--- src/gtt_pkg.sv ---
/*
 * Shared constants and carrier types of the general timer time-base, followed by the
 * capture/compare channel that the time-base instantiates once per channel.
 * Assumes one clock, a synchronous active-high reset and inputs that are already
 * synchronous to that clock.
 */
package gtt_pkg;
	// ************************************************************
	// Widths and counts
	// ************************************************************
	localparam int GTT_CW = 16;                        // Counter and reload width
	localparam int GTT_NCH = 4;                        // Capture/compare channels
	localparam logic [15:0] GTT_CNT_RST = 16'h0000;    // Counter reset value
	localparam logic [15:0] GTT_PSC_RST = 16'h0000;    // Active prescale reset value
	localparam logic [15:0] GTT_CNT_MAX = 16'hFFFF;    // Encoder underflow reload
	localparam logic [15:0] GTT_ONE = 16'h0001;        // Step of the counters

	// ************************************************************
	// Basic operating modes
	// ************************************************************
	typedef enum logic [1:0] {
		GTT_MODE_TIMER = 2'b00,    // Peripheral clock through the prescaler
		GTT_MODE_COUNT = 2'b01,    // Edges of the selected trigger source
		GTT_MODE_TRIG = 2'b10,     // Timing started by a trigger edge
		GTT_MODE_GATE = 2'b11      // Timing while the external input is active
	} gtt_mode_e;

	// Run state of the time-base
	typedef enum logic [1:0] {
		GTT_ST_STOP = 2'b00,       // Run-enable low, counter and prescaler hold
		GTT_ST_ARMED = 2'b01,      // Waiting for the start trigger
		GTT_ST_RUN = 2'b10         // Counting
	} gtt_state_e;

	// ************************************************************
	// Carriers
	// ************************************************************
	typedef struct packed {
		gtt_mode_e mode;           // Basic operating mode
		logic trs_sel;             // 1: internal cascade, 0: external input
		logic single_shot;         // 1: single count, 0: continuous
		logic etr_pol;             // 1: external input inverted
		logic toggle_en;           // Toggle output pair enable
		logic enc_en;              // Quadrature encoder counting
	} gtt_ctrl_s;

	typedef struct packed {
		logic capture;             // 1: capture input, 0: compare output
		logic pol;                 // 1: channel input inverted
		logic [15:0] cmp;          // Compare value
	} gtt_chan_cfg_s;
endpackage

`timescale 1ns/1ps
`default_nettype none

// ************************************************************
// One capture/compare channel
// ************************************************************
module gtt_chan
	import gtt_pkg::*;
(
	// Clock and reset
	input wire logic clk_sys_i,
	input wire logic rst_i,
	// Configuration and stimulus
	input wire gtt_chan_cfg_s cfg_i,
	input wire logic pin_i,
	input wire logic [15:0] count_i,
	input wire logic tick_i,
	// Results
	output logic [15:0] capture_o,
	output logic out_o,
	output logic event_o
);
	logic pin_prev_q;                      // Previous input level after polarity
	logic pin_lvl;                         // Input level after polarity
	logic pin_rise;                        // Active edge of the input

	assign pin_lvl = pin_i ^ cfg_i.pol;
	assign pin_rise = pin_lvl & ~pin_prev_q;

	// Edge detector history, tracks the live level through reset so release makes no false edge
	always_ff @(posedge clk_sys_i) begin
		pin_prev_q <= pin_lvl;
	end

	// Capture latches the count, compare drives a PWM level and flags a match
	always_ff @(posedge clk_sys_i) begin
		if (rst_i) begin
			capture_o <= GTT_CNT_RST;
			out_o <= 1'b0;
			event_o <= 1'b0;
		end else if (cfg_i.capture) begin
			// Capture mode
			out_o <= 1'b0;
			event_o <= pin_rise;
			if (pin_rise) begin
				capture_o <= count_i;
			end
		end else begin
			// Compare mode
			out_o <= (count_i < cfg_i.cmp);
			event_o <= tick_i & (count_i == cfg_i.cmp);
		end
	end
endmodule

`default_nettype wire

--- src/gtt_timebase.sv ---
/*
 * Time-base of the general timer: prescaler, 16-bit reload counter, run control,
 * trigger and gate handling, encoder counting, toggle pair, event flags and requests.
 * Control bits arrive as plain ports; software-side pulses set or clear run-enable
 * and clear flags. Inputs are synchronous to clk_sys_i.
 */
// How it works
// - 16-bit counter, reload, programmable prescaler
// - timer, counter, trigger-start and gated modes
// - four independent capture/compare channels
// - divide by prescale+1, or trigger edges by prescale
// - new prescale loads on overflow or enable
// - reload value takes effect at once
// - single-shot bit picks single or continuous
// - count edges of cascade or external trigger
// - trigger edge starts counting
// - overflow inverts the toggle output pair
// - interrupt and DMA requests on events
// - quadrature encoder sets counting direction
// - single shot, encoder off: pulse, halt, clear run-enable
// - continuous: wrap to zero, set flag
// - mode field encodes the four modes
`timescale 1ns/1ps
`default_nettype none

module gtt_timebase
	import gtt_pkg::*;
(
	// Clock and reset
	input wire logic clk_sys_i,
	input wire logic rst_i,
	// Control
	input wire gtt_ctrl_s ctrl_i,
	input wire logic run_set_i,
	input wire logic run_clear_i,
	input wire logic [15:0] prescale_value_i,
	input wire logic [15:0] reload_value_i,
	// Trigger and channel inputs
	input wire logic internal_cascade_trigger_i,
	input wire logic external_trigger_input_i,
	input wire logic [GTT_NCH-1:0] ch_pin_i,
	input wire gtt_chan_cfg_s [GTT_NCH-1:0] ch_cfg_i,
	// Event enables
	input wire logic irq_ov_en_i,
	input wire logic irq_trig_en_i,
	input wire logic [GTT_NCH-1:0] irq_cc_en_i,
	input wire logic dma_ov_en_i,
	input wire logic dma_trig_en_i,
	// Flag clears
	input wire logic ov_clear_i,
	input wire logic trig_clear_i,
	input wire logic [GTT_NCH-1:0] cc_clear_i,
	// Status
	output logic run_o,
	output logic [15:0] count_value_o,
	output logic reload_overflow_o,
	output logic underflow_o,
	output logic dir_down_o,
	output logic ov_flag_o,
	output logic trig_flag_o,
	output logic [GTT_NCH-1:0] cc_flag_o,
	// Requests
	output logic irq_o,
	output logic dma_ov_o,
	output logic dma_trig_o,
	// Pins
	output logic tog_p_o,
	output logic tog_n_o,
	output logic [GTT_NCH-1:0] ch_out_o,
	output logic [GTT_NCH-1:0][15:0] ch_capture_o
);
	// ************************************************************
	// Declarations
	// ************************************************************
	gtt_state_e state_q;                   // Run state
	logic [15:0] psc_act_q;                // Prescale value in use
	logic [15:0] div_q;                    // Prescaler count
	logic [15:0] cnt_q;                    // Counter
	logic trig_prev_q;                     // Trigger source history
	logic enc_a_prev_q;                    // Encoder phase A history
	logic trig_lvl;                        // Selected trigger after polarity
	logic trig_edge;                       // Active trigger edge
	logic gate_on;                         // Gate level active
	logic run_rise;                        // Run-enable going 0 to 1
	logic pre_en;                          // Prescaler input event
	logic tick;                            // Divided count clock enable
	logic enc_edge;                        // Encoder phase A edge
	logic enc_down;                        // Encoder direction down
	logic ov_hit;                          // Reload overflow this cycle
	logic ud_hit;                          // Encoder underflow this cycle
	logic trig_hit;                        // Trigger start this cycle
	logic [GTT_NCH-1:0] ch_evt;            // Channel events

	assign count_value_o = cnt_q;

	// ************************************************************
	// Trigger, gate and encoder inputs
	// ************************************************************
	// pick cascade or external source
	assign trig_lvl = ctrl_i.trs_sel ? internal_cascade_trigger_i
		: (external_trigger_input_i ^ ctrl_i.etr_pol);
	assign trig_edge = trig_lvl & ~trig_prev_q;
	assign gate_on = external_trigger_input_i ^ ctrl_i.etr_pol;
	assign enc_edge = ch_pin_i[0] ^ enc_a_prev_q;
	assign enc_down = ~(ch_pin_i[0] ^ ch_pin_i[1]);
	assign run_rise = run_set_i & (state_q == GTT_ST_STOP);

	// Edge detector history, tracks the live level through reset so an inverted idle line gives no false edge
	always_ff @(posedge clk_sys_i) begin
		trig_prev_q <= trig_lvl;
		enc_a_prev_q <= ch_pin_i[0];
	end

	// ************************************************************
	// Run control
	// ************************************************************
	// trigger-start mode arms first, others run at once
	always_ff @(posedge clk_sys_i) begin
		if (rst_i) begin
			state_q <= GTT_ST_STOP;
		end else begin
			case (state_q)
				GTT_ST_STOP: begin
					// mode 10 waits for the trigger
					if (run_set_i) begin
						state_q <= (ctrl_i.mode == GTT_MODE_TRIG) ? GTT_ST_ARMED : GTT_ST_RUN;
					end
				end
				GTT_ST_ARMED: begin
					if (run_clear_i) begin
						state_q <= GTT_ST_STOP;
					end else if (trig_edge) begin
						state_q <= GTT_ST_RUN;
					end
				end
				GTT_ST_RUN: begin
					if (run_clear_i || (ov_hit && ctrl_i.single_shot && !ctrl_i.enc_en)) begin
						state_q <= GTT_ST_STOP;
					end
				end
				default: begin
					state_q <= GTT_ST_STOP;
				end
			endcase
		end
	end

	assign trig_hit = (state_q == GTT_ST_ARMED) & trig_edge & ~run_clear_i;

	// Run-enable output in a flop of its own, high exactly while the state is not STOP
	always_ff @(posedge clk_sys_i) begin
		if (rst_i) begin
			run_o <= 1'b0;
		end else begin
			run_o <= run_rise | (run_o & ~run_clear_i & ~(ov_hit & ctrl_i.single_shot & ~ctrl_i.enc_en));
		end
	end

	// ************************************************************
	// Prescaler
	// ************************************************************
	// mode 01 counts trigger edges, 11 gates the clock
	always_comb begin
		case (ctrl_i.mode)
			GTT_MODE_COUNT: pre_en = trig_edge;
			GTT_MODE_GATE: pre_en = gate_on;
			default: pre_en = 1'b1;
		endcase
	end

	// clock source ends at prescale, trigger source one earlier
	always_comb begin
		if (state_q != GTT_ST_RUN) begin
			tick = 1'b0;
		end else if (ctrl_i.enc_en) begin
			tick = enc_edge;
		end else if (ctrl_i.mode == GTT_MODE_COUNT) begin
			tick = pre_en & ((div_q + GTT_ONE) >= psc_act_q);
		end else begin
			tick = pre_en & (div_q == psc_act_q);
		end
	end

	// active prescale loads only on overflow or run start
	always_ff @(posedge clk_sys_i) begin
		if (rst_i) begin
			psc_act_q <= GTT_PSC_RST;
		end else if (run_rise || ov_hit) begin
			psc_act_q <= prescale_value_i;
		end
	end

	always_ff @(posedge clk_sys_i) begin
		if (rst_i) begin
			div_q <= GTT_CNT_RST;
		end else if (run_rise || tick) begin
			div_q <= GTT_CNT_RST;
		end else if ((state_q == GTT_ST_RUN) && pre_en) begin
			div_q <= div_q + GTT_ONE;
		end
	end

	// ************************************************************
	// Counter
	// ************************************************************
	// compare against the live reload input
	// equality only, count assumed below reload
	assign ov_hit = tick & ~(ctrl_i.enc_en & enc_down) & (cnt_q == reload_value_i);
	assign ud_hit = tick & ctrl_i.enc_en & enc_down & (cnt_q == GTT_CNT_RST);

	always_ff @(posedge clk_sys_i) begin
		if (rst_i) begin
			cnt_q <= GTT_CNT_RST;
		end else if (tick) begin
			if (ud_hit) begin
				cnt_q <= GTT_CNT_MAX;
			end else if (ctrl_i.enc_en && enc_down) begin
				cnt_q <= cnt_q - GTT_ONE;
			end else if (ov_hit) begin
				cnt_q <= ctrl_i.single_shot && !ctrl_i.enc_en ? cnt_q : GTT_CNT_RST;
			end else begin
				cnt_q <= cnt_q + GTT_ONE;
			end
		end
	end

	// Event pulses and direction
	always_ff @(posedge clk_sys_i) begin
		if (rst_i) begin
			reload_overflow_o <= 1'b0;
			underflow_o <= 1'b0;
			dir_down_o <= 1'b0;
		end else begin
			reload_overflow_o <= ov_hit;
			underflow_o <= ud_hit;
			if (tick && ctrl_i.enc_en) begin
				dir_down_o <= enc_down;
			end
		end
	end

	// ************************************************************
	// Flags and requests
	// ************************************************************
	// sticky flags, a new event wins over a clear
	always_ff @(posedge clk_sys_i) begin
		if (rst_i) begin
			ov_flag_o <= 1'b0;
			trig_flag_o <= 1'b0;
		end else begin
			ov_flag_o <= ov_hit | (ov_flag_o & ~ov_clear_i);
			trig_flag_o <= trig_hit | (trig_flag_o & ~trig_clear_i);
		end
	end

	always_ff @(posedge clk_sys_i) begin
		if (rst_i) begin
			irq_o <= 1'b0;
			dma_ov_o <= 1'b0;
			dma_trig_o <= 1'b0;
		end else begin
			irq_o <= (ov_flag_o & irq_ov_en_i) | (trig_flag_o & irq_trig_en_i) | (|(cc_flag_o & irq_cc_en_i));
			dma_ov_o <= ov_hit & dma_ov_en_i;
			dma_trig_o <= trig_hit & dma_trig_en_i;
		end
	end

	// ************************************************************
	// Toggle pair
	// ************************************************************
	// opposite levels, swapped on every overflow
	always_ff @(posedge clk_sys_i) begin
		if (rst_i || !ctrl_i.toggle_en) begin
			tog_p_o <= 1'b0;
			tog_n_o <= 1'b0;
		end else if (tog_p_o == tog_n_o) begin
			tog_p_o <= 1'b1;
			tog_n_o <= 1'b0;
		end else if (ov_hit) begin
			tog_p_o <= ~tog_p_o;
			tog_n_o <= ~tog_n_o;
		end
	end

	// ************************************************************
	// Capture/compare channels
	// ************************************************************
	// one channel per generate step
	for (genvar g = 0; g < GTT_NCH; g++) begin : g_ch
		gtt_chan u_chan (
			.clk_sys_i(clk_sys_i),
			.rst_i(rst_i),
			.cfg_i(ch_cfg_i[g]),
			.pin_i(ch_pin_i[g]),
			.count_i(cnt_q),
			.tick_i(tick),
			.capture_o(ch_capture_o[g]),
			.out_o(ch_out_o[g]),
			.event_o(ch_evt[g])
		);

		always_ff @(posedge clk_sys_i) begin
			if (rst_i) begin
				cc_flag_o[g] <= 1'b0;
			end else begin
				cc_flag_o[g] <= ch_evt[g] | (cc_flag_o[g] & ~cc_clear_i[g]);
			end
		end
	end

	// ************************************************************
	// Assertions
	// ************************************************************
	single_halt_a: assert property (@(posedge clk_sys_i) disable iff (rst_i)
		ov_hit && ctrl_i.single_shot && !ctrl_i.enc_en |=> !run_o && reload_overflow_o && $stable(cnt_q))
		else $error("single shot did not halt");
	cont_wrap_a: assert property (@(posedge clk_sys_i) disable iff (rst_i)
		ov_hit && !ctrl_i.single_shot && !ctrl_i.enc_en |=> cnt_q == 16'h0000 && ov_flag_o)
		else $error("continuous wrap wrong");
	stop_hold_a: assert property (@(posedge clk_sys_i) disable iff (rst_i)
		state_q == GTT_ST_STOP && !run_rise |=> $stable(cnt_q) && $stable(div_q) && !reload_overflow_o)
		else $error("stopped timer moved");
	psc_keep_a: assert property (@(posedge clk_sys_i) disable iff (rst_i)
		!run_rise && !ov_hit |=> $stable(psc_act_q))
		else $error("prescale changed early");
	clk_div_a: assert property (@(posedge clk_sys_i) disable iff (rst_i)
		tick && !ctrl_i.enc_en && ctrl_i.mode != GTT_MODE_COUNT |-> div_q == psc_act_q)
		else $error("clock divide wrong");
	trig_div_a: assert property (@(posedge clk_sys_i) disable iff (rst_i)
		tick && !ctrl_i.enc_en && ctrl_i.mode == GTT_MODE_COUNT |-> trig_edge)
		else $error("count without trigger edge");
	trig_start_a: assert property (@(posedge clk_sys_i) disable iff (rst_i)
		trig_hit |=> state_q == GTT_ST_RUN && trig_flag_o)
		else $error("trigger did not start");
	armed_wait_a: assert property (@(posedge clk_sys_i) disable iff (rst_i)
		state_q == GTT_ST_ARMED |=> $stable(cnt_q))
		else $error("armed timer counted");
	tog_flip_a: assert property (@(posedge clk_sys_i) disable iff (rst_i)
		ov_hit && ctrl_i.toggle_en && tog_p_o != tog_n_o ##1 ctrl_i.toggle_en
		|-> tog_p_o != $past(tog_p_o) && tog_n_o == !tog_p_o)
		else $error("toggle pair did not flip");
	flag_set_a: assert property (@(posedge clk_sys_i) disable iff (rst_i)
		ov_hit ##1 !ov_clear_i |=> ov_flag_o)
		else $error("overflow flag lost");
	reload_live_a: assert property (@(posedge clk_sys_i) disable iff (rst_i)
		tick && !ctrl_i.enc_en && cnt_q == reload_value_i |=> reload_overflow_o)
		else $error("reload not used at once");

	single_c: cover property (@(posedge clk_sys_i) disable iff (rst_i)
		ov_hit && ctrl_i.single_shot ##1 !run_o);
	wrap_c: cover property (@(posedge clk_sys_i) disable iff (rst_i)
		ov_hit && !ctrl_i.single_shot ##[1:50] ov_hit);
	trig_c: cover property (@(posedge clk_sys_i) disable iff (rst_i) trig_hit ##[1:20] tick);
	enc_c: cover property (@(posedge clk_sys_i) disable iff (rst_i) ud_hit);
endmodule

`default_nettype wire

--- config.mk ---
export PLATFORM = sky130hd
export DESIGN_NAME = gtt_timebase
export DESIGN_NICKNAME = d
export VERILOG_FILES = /design/src/gtt_pkg.sv /design/src/gtt_timebase.sv
export SDC_FILE = /design/constraint.sdc
export NUM_CORES = 1
export LEC_CHECK = 0
export BUFFER_PORTS_ARGS = -buffer_cell sky130_fd_sc_hd__buf_4
export CORE_MARGIN = 2
export CORE_UTILIZATION = 35
export DETAILED_ROUTE_END_ITERATION = 8
export HOLD_SLACK_MARGIN = 0.15
export PLACE_DENSITY_LB_ADDON = 0.25
export SLEW_MARGIN = 40
export SYNTH_ARGS = -nofsm -noshare
export SYNTH_HDL_FRONTEND = slang
export SYNTH_SLANG_ARGS = --single-unit
--- constraint.sdc ---
create_clock -name clk_sys_i -period 3.88 [get_ports clk_sys_i]
set_clock_uncertainty 0.2 [all_clocks]
set_input_delay 0.776 -clock clk_sys_i [delete_from_list [all_inputs] [get_ports clk_sys_i]]
set_output_delay 0.776 -clock clk_sys_i [all_outputs]
set_load 0.01 [all_outputs]
* Word-level counts from Yosys, hierarchy flattened
Cells that the tools add are included.
** Word-level totals
- Register bits :: 143
- Output and inout port bits :: 99
** Cells by class
- $add $sub $neg :: 3
- $lt $le $gt $ge :: 5
- Equality and inequality tests :: 17
- Muxes and demuxes :: 21
- Bitwise logic cells :: 69
- Reduce and logical (&&, ||, !) cells :: 28
** Operator list (number)
- 16-bit == test :: 6
- 16-bit less-than comparator :: 4
- 16-bit two-way mux :: 4
- 1-bit AND :: 34
- 16-bit by 1-bit adder with 16-bit output, second input constant :: 2
- 1-bit inverter :: 18
- 16-bit >= comparator :: 1
- 16-bit logical NOT :: 1
- 16-bit by 1-bit subtractor with 16-bit output, second input constant :: 1
- 2-bit OR reduction :: 6
- 1-bit two-way mux :: 10
- 2-bit two-way mux :: 5
- 2-bit AND reduction :: 5
- 1-bit bitwise OR :: 9
- 1-bit bitwise XOR :: 7
- 2-bit == test, second input constant :: 3
- 1-bit logical AND :: 6
- 2-bit inequality test, second input constant :: 3
- 2-bit one-hot mux with 3 select lines :: 1
- 4-bit AND :: 1
- 2-bit by 1-bit == test with 1-bit output, second input constant :: 2
- 1-bit logical OR :: 4
- 4-bit inequality test, second input constant :: 1
- 4-bit OR reduction :: 1
- other kinds (7) :: 8

* Logic depth before layout (Yosys ltp)
- Depth after elaboration :: 15
- Mapped depth :: 18
- Mapped depth without buffers :: 15

* Modules after synthesis
From an unflattened synthesis, not the netlist that was laid out.
** Second synthesis, totals
- Cell total of the unflattened synthesis :: 1020
- Area, all modules :: 8748.4 um^2
** Modules (own cells, without submodules)
- gtt_timebase :: times used 1, cells each 556, area each 4459.3 um^2, sequential area each 1341.3 um^2
- gtt_chan :: times used 4, cells each 116, area each 1072.3 um^2, sequential area each 380.4 um^2

* Least setup slack after synthesis
OpenSTA, ideal clock, no wires.
- Path kind :: register -> register
- From :: register div_q[0]
- To :: register div_q[13]
- Library setup time :: 0.064 ns
- Data arrival time :: 3.956 ns
- Slack :: -0.340 ns
- Stages on the path, launching flop included :: 19
- Path buffers :: 3
- Period minus slack after synthesis :: 4.220 ns
- Path through :: dfxtp_1 ha_1 nand3_1 nor3_1 and3_1 nand3_1 nor2_1 xor2_1 ha_1 a21oi_1 nand2_1 a2111oi_0 o211ai_1 and2_0 clkbuf_1 or3_1 clkbuf_1 buf_2 nor2_1
** On the way
- Cells in the longest elaborated chain, start to end :: 8
- Elaborated cells between the ends (all ways) :: 10
- Those cells by class :: add/sub: 1; order compare: 1; eq/ne: 1; mux: 3; bitwise: 2; reduce/logical: 2
** RTL lines
- start: declaration :: RTL line gtt_timebase.sv:77 : logic [15:0] div_q;
- start signal: assignment :: RTL line gtt_timebase.sv:199 : div_q <= div_q + GTT_ONE;
- 16-bit by 1-bit adder with 16-bit output :: RTL line gtt_timebase.sv:178, gtt_timebase.sv:199
- 16-bit >= comparator :: RTL line gtt_timebase.sv:178 : tick = pre_en & ((div_q + GTT_ONE) >= psc_act_q);
- 1-bit AND :: RTL line gtt_timebase.sv:178
- 1-bit two-way mux :: RTL line gtt_timebase.sv:177 : end else if (ctrl_i.mode == GTT_MODE_COUNT) begin
- 1-bit two-way mux :: RTL line gtt_timebase.sv:175 : end else if (ctrl_i.enc_en) begin
- 1-bit two-way mux :: RTL line gtt_timebase.sv:173 : if (state_q != GTT_ST_RUN) begin
- 1-bit logical OR :: RTL line gtt_timebase.sv:196 : end else if (run_rise || tick) begin
- 2-bit OR reduction (no source line)
Parallel ways exist; a longest one is shown, timed or not.
A chain may end at the register's enable or synchronous reset.

* Worst setup path after layout
- From :: register div_q[1]
- To :: register psc_act_q[9]
** On the way
- Cells in the longest elaborated chain, start to end :: 9
- Elaborated cells between the ends (all ways) :: 11
- Those cells by class :: add/sub: 1; order compare: 1; eq/ne: 1; mux: 3; bitwise: 4; reduce/logical: 1
** RTL lines
- 16-bit by 1-bit adder with 16-bit output :: RTL line gtt_timebase.sv:178
- 16-bit >= comparator :: RTL line gtt_timebase.sv:178
- 1-bit AND :: RTL line gtt_timebase.sv:178
- 1-bit two-way mux (*) :: RTL line gtt_timebase.sv:177
- 1-bit two-way mux (*) :: RTL line gtt_timebase.sv:175
- 1-bit two-way mux (*) :: RTL line gtt_timebase.sv:173
- 1-bit AND (*) (2 in series) :: RTL line gtt_timebase.sv:208 : assign ov_hit = tick & ~(ctrl_i.enc_en & enc_down) & (cnt_q == reload_value_i);
- 1-bit logical OR (*) :: RTL line gtt_timebase.sv:188 : end else if (run_rise || ov_hit) begin
- end signal: assignment :: RTL line gtt_timebase.sv:189 : psc_act_q <= prescale_value_i;
- end: declaration :: RTL line gtt_timebase.sv:76 : logic [15:0] psc_act_q;
Mark *: on every way between the ends. The rest lies on a longest branch, timed or not.

==> flow_summary.toml <==
[status]
status = "complete, no violations"

[synth]
synth_flop_cell = "dfxtp_1"
yosys.area_share.simple = 0.199
synth_top_family_by_area = "simple AND/OR/NAND/NOR gates"
avgSynthCellArea_sq_um = 8.21
synth_compound_area_frac = 0.140
synth_nets = 1262
yosysSeqAreaShare = 0.335
synth-edff-count = 0
syn_area_sq_mm = 0.00856
synth-seq-cells = 143
postSynthCellCount = 1043
synth_xor_xnor_area_share = 0.0788
synthAdderAreaFrac = 0.123
ys_warn_count = 0
synthMuxAreaShare = 0.0550
ys_async_sr_fraction = 0
synth.distinct_cells = 63

[global_route]
grt_pass1_vias = 7845
antenna_found_initial = 1
grt_remaining_overflow = 0
grt_max_degree = 85
grt_first_pass_wirelength_um = 43600
grtUsageTotal = 0.219

[worst_setup_path]
slowest_stage = "dfxtp_2"
crit_buf_inv = 3
path_cells = "ha_4, nand3_4, nor3_4, and3_4, nand3_2, nor2_2, xor2_1, ha_1, a21oi_1, nand2_1, a2111oi_4, o211ai_1, buf_4, buf_6, a31oi_4, clkbuf_16, mux2i_1, nor2_1"
cpPeakStageDelay_ns = 0.36
critPathKind = "flip-flop to flip-flop"
arrival_ns = 3.78
crit_required_ns = 3.97
cp_max_fo = 8
startpoint_type = "flip-flop"
end_kind = "flip-flop"
path_delay_family = "simple AND/OR/NAND/NOR gates"
crit-reg2reg-launch = "div_q[1]$_SDFFE_PP0P_"
crit_start = "div_q[1]$_SDFFE_PP0P_"

[cts]
cts_tree = "done"
cts_root_buf = "clkbuf_16"
cts_num_sinks = 143
numCtsBuffers = 17
clk_path_buf_depth = 2
htreeDepth = 4
clk-insertion-delay-late_ns = 0.43
clk_pin_slew_ns = 0.07

[sta]
setup_viol = 0
fmax_ghz = 0.271
finalCritPeriodShare = 0.952
rsz0062_at_grt = "true"
finalMaxSlewViolations = 0
slew-limit-headroom = 0.433
whs_ns = 0.245
fin_crit_ns = 3.69
tightest_slew_ns = 0.848
setup_slack_ns = 0.188
hold_violations = 0

[die]
ios = 234
core_area_sq_mm = 0.0242
die_w_um = 160
fp.dieArea_sq_mm = 0.0257
dieHeight_um = 160
initial_core_util = 0.354
fp-row-count = 57

[power_and_ir_drop]
p_leak_nw = 5.71
vdd.ir_drop.worst_mv = 0.288
p_per_area_mw_per_mm2 = 340

[route]
drt-pass1-iter-count = 5
wl_per_cell_um = 17.6
drt-initial-drc-count = 529
ant_nets = 0
drc_errors = 0
routed_wl_um = 28400
vias = 8107
routed_via_density = 5.01

[finish]
final_common_cell = "buf_4"
fin_util = 0.479
nNetsFinal = 1498
mostFrequentLayoutCells = "272 x buf_4, 145 x nor2_1, 139 x dfxtp_1, 90 x inv_1, 83 x ha_1"
layout-drive-gt1-share = 0.265
areaGrowthSynthToFinish_pct = 35.3

[placement]
place_ws_ns = 0.0468
gp_congestion = 0.885
port_buffers = 233
hpwlAfterDp_um = 21200

[hold_path]
hold_path_class = "flip-flop to flip-flop"
min_from = "g_ch[3].u_chan.event_o$_SDFF_PP0_"

[job]
drv_cap = 0
[cell usage after synthesis (all sizes together), types with 11 or more instances]
cell    count  share of area
a21o       20          0.018
a21oi      71          0.042
and2       11         0.0083
clkbuf     50          0.022
dfxtp     143           0.33
ha         84           0.12
inv        90          0.039
mux2i      47          0.055
nand2      75          0.033
nand3      21          0.012
nand4      27          0.020
nor2      146          0.064
nor2b      13         0.0095
nor3       19          0.011
o21ai      27          0.016
xnor2      35          0.036
xor2       42          0.043
[cell type report]
class / instances / area, sq um
antenna: 1 / 2.50
clock inverter: 13 / 175
tap: 324 / 405
fill: 2390 / 12600
sequential: 143 / 2870
timing repair buffer: 277 / 2120
multi-input combinational: 749 / 5210
clock buffer: 19 / 453
inverter: 91 / 342
[through the flow]
stage               instance area, sq um  total power, mW  std cells  TNS [ns]
finish                             11600             3.94       1617         0
global route                       11600             4.10       1617    -0.758
CTS                                11500             3.95       1612         0
detailed placement                 10800             2.19       1580         0
global placement                   10800             2.18       1580         0
floorplan                           8610             1.93       1043         0
[worst register-to-register path, cell delays in order (launching register included)]
cell and delay, ns:
dfxtp_2 0.36, ha_4 0.16, nand3_4 0.10, nor3_4 0.14
and3_4 0.22, nand3_2 0.09, nor2_2 0.13, xor2_1 0.17
ha_1 0.28, a21oi_1 0.15, nand2_1 0.11, a2111oi_4 0.29
o211ai_1 0.13, buf_4 0.18, buf_6 0.12, a31oi_4 0.27
clkbuf_16 0.23, mux2i_1 0.19, nor2_1 0.05
[where the power goes]
group | internal [mW] | total (mW) | switching [mW]
Combinational | 0.304 | 0.642 | 0.337
Sequential | 1.50 | 1.54 | 0.0330
Clock | 1.06 | 1.76 | 0.696
[cell families (layout without fill, tap and decap cells)]
kind of cell,after synthesis,in the layout
multiplexers,47,47
AO/OA/AOI/OAI,181,181
adder cells (fa/ha/maj),84,84
other,0,1
XOR/XNOR,77,77
AND/OR/NAND/NOR,360,360
buffers and inverters,151,400
flip-flops,143,143
[repair_timing]
item / in CTS / in global routing
buffers inserted: 0 / 3
pin swaps: 0 / 5
gates cloned: 0 / 1
hold buffers: 0 / 0
setup endpoints to repair: 1 / 51
resized for setup: 1 / 17
[layer usage]
metal / vias up / part of all wire / track usage
li1: 4039 / - / -
met1: 3750 / 0.45 / 0.288
met2: 294 / 0.45 / 0.345
met3: 24 / 0.084 / 0.0705
met4: 0 / 0.016 / 0.0622
met5: - / 0 / 0
[state kept, by name (all words and copies together) (netlist names), 2 cells and up]
name                    count
count_value_o              16
g_ch.u_chan.event_o         4
g_ch.u_chan.capture_o      64
g_ch.u_chan.out_o           4
g_ch.u_chan.pin_prev_q      4
state_q                     2
cc_flag_o                   4
psc_act_q                  16
div_q                      16
[final timing paths]
path	endpoint	slack (ns)	cells after the start
setup / recovery	psc_act_q[9]$_SDFFE_PP0P_	0.19	18
hold / removal	cc_flag_o[3]$_SDFF_PP0_	0.25	2
setup reg to reg	psc_act_q[9]$_SDFFE_PP0P_	0.19	18
hold reg to reg	cc_flag_o[3]$_SDFF_PP0_	0.25	2
(Power assumes the default switching activity.)
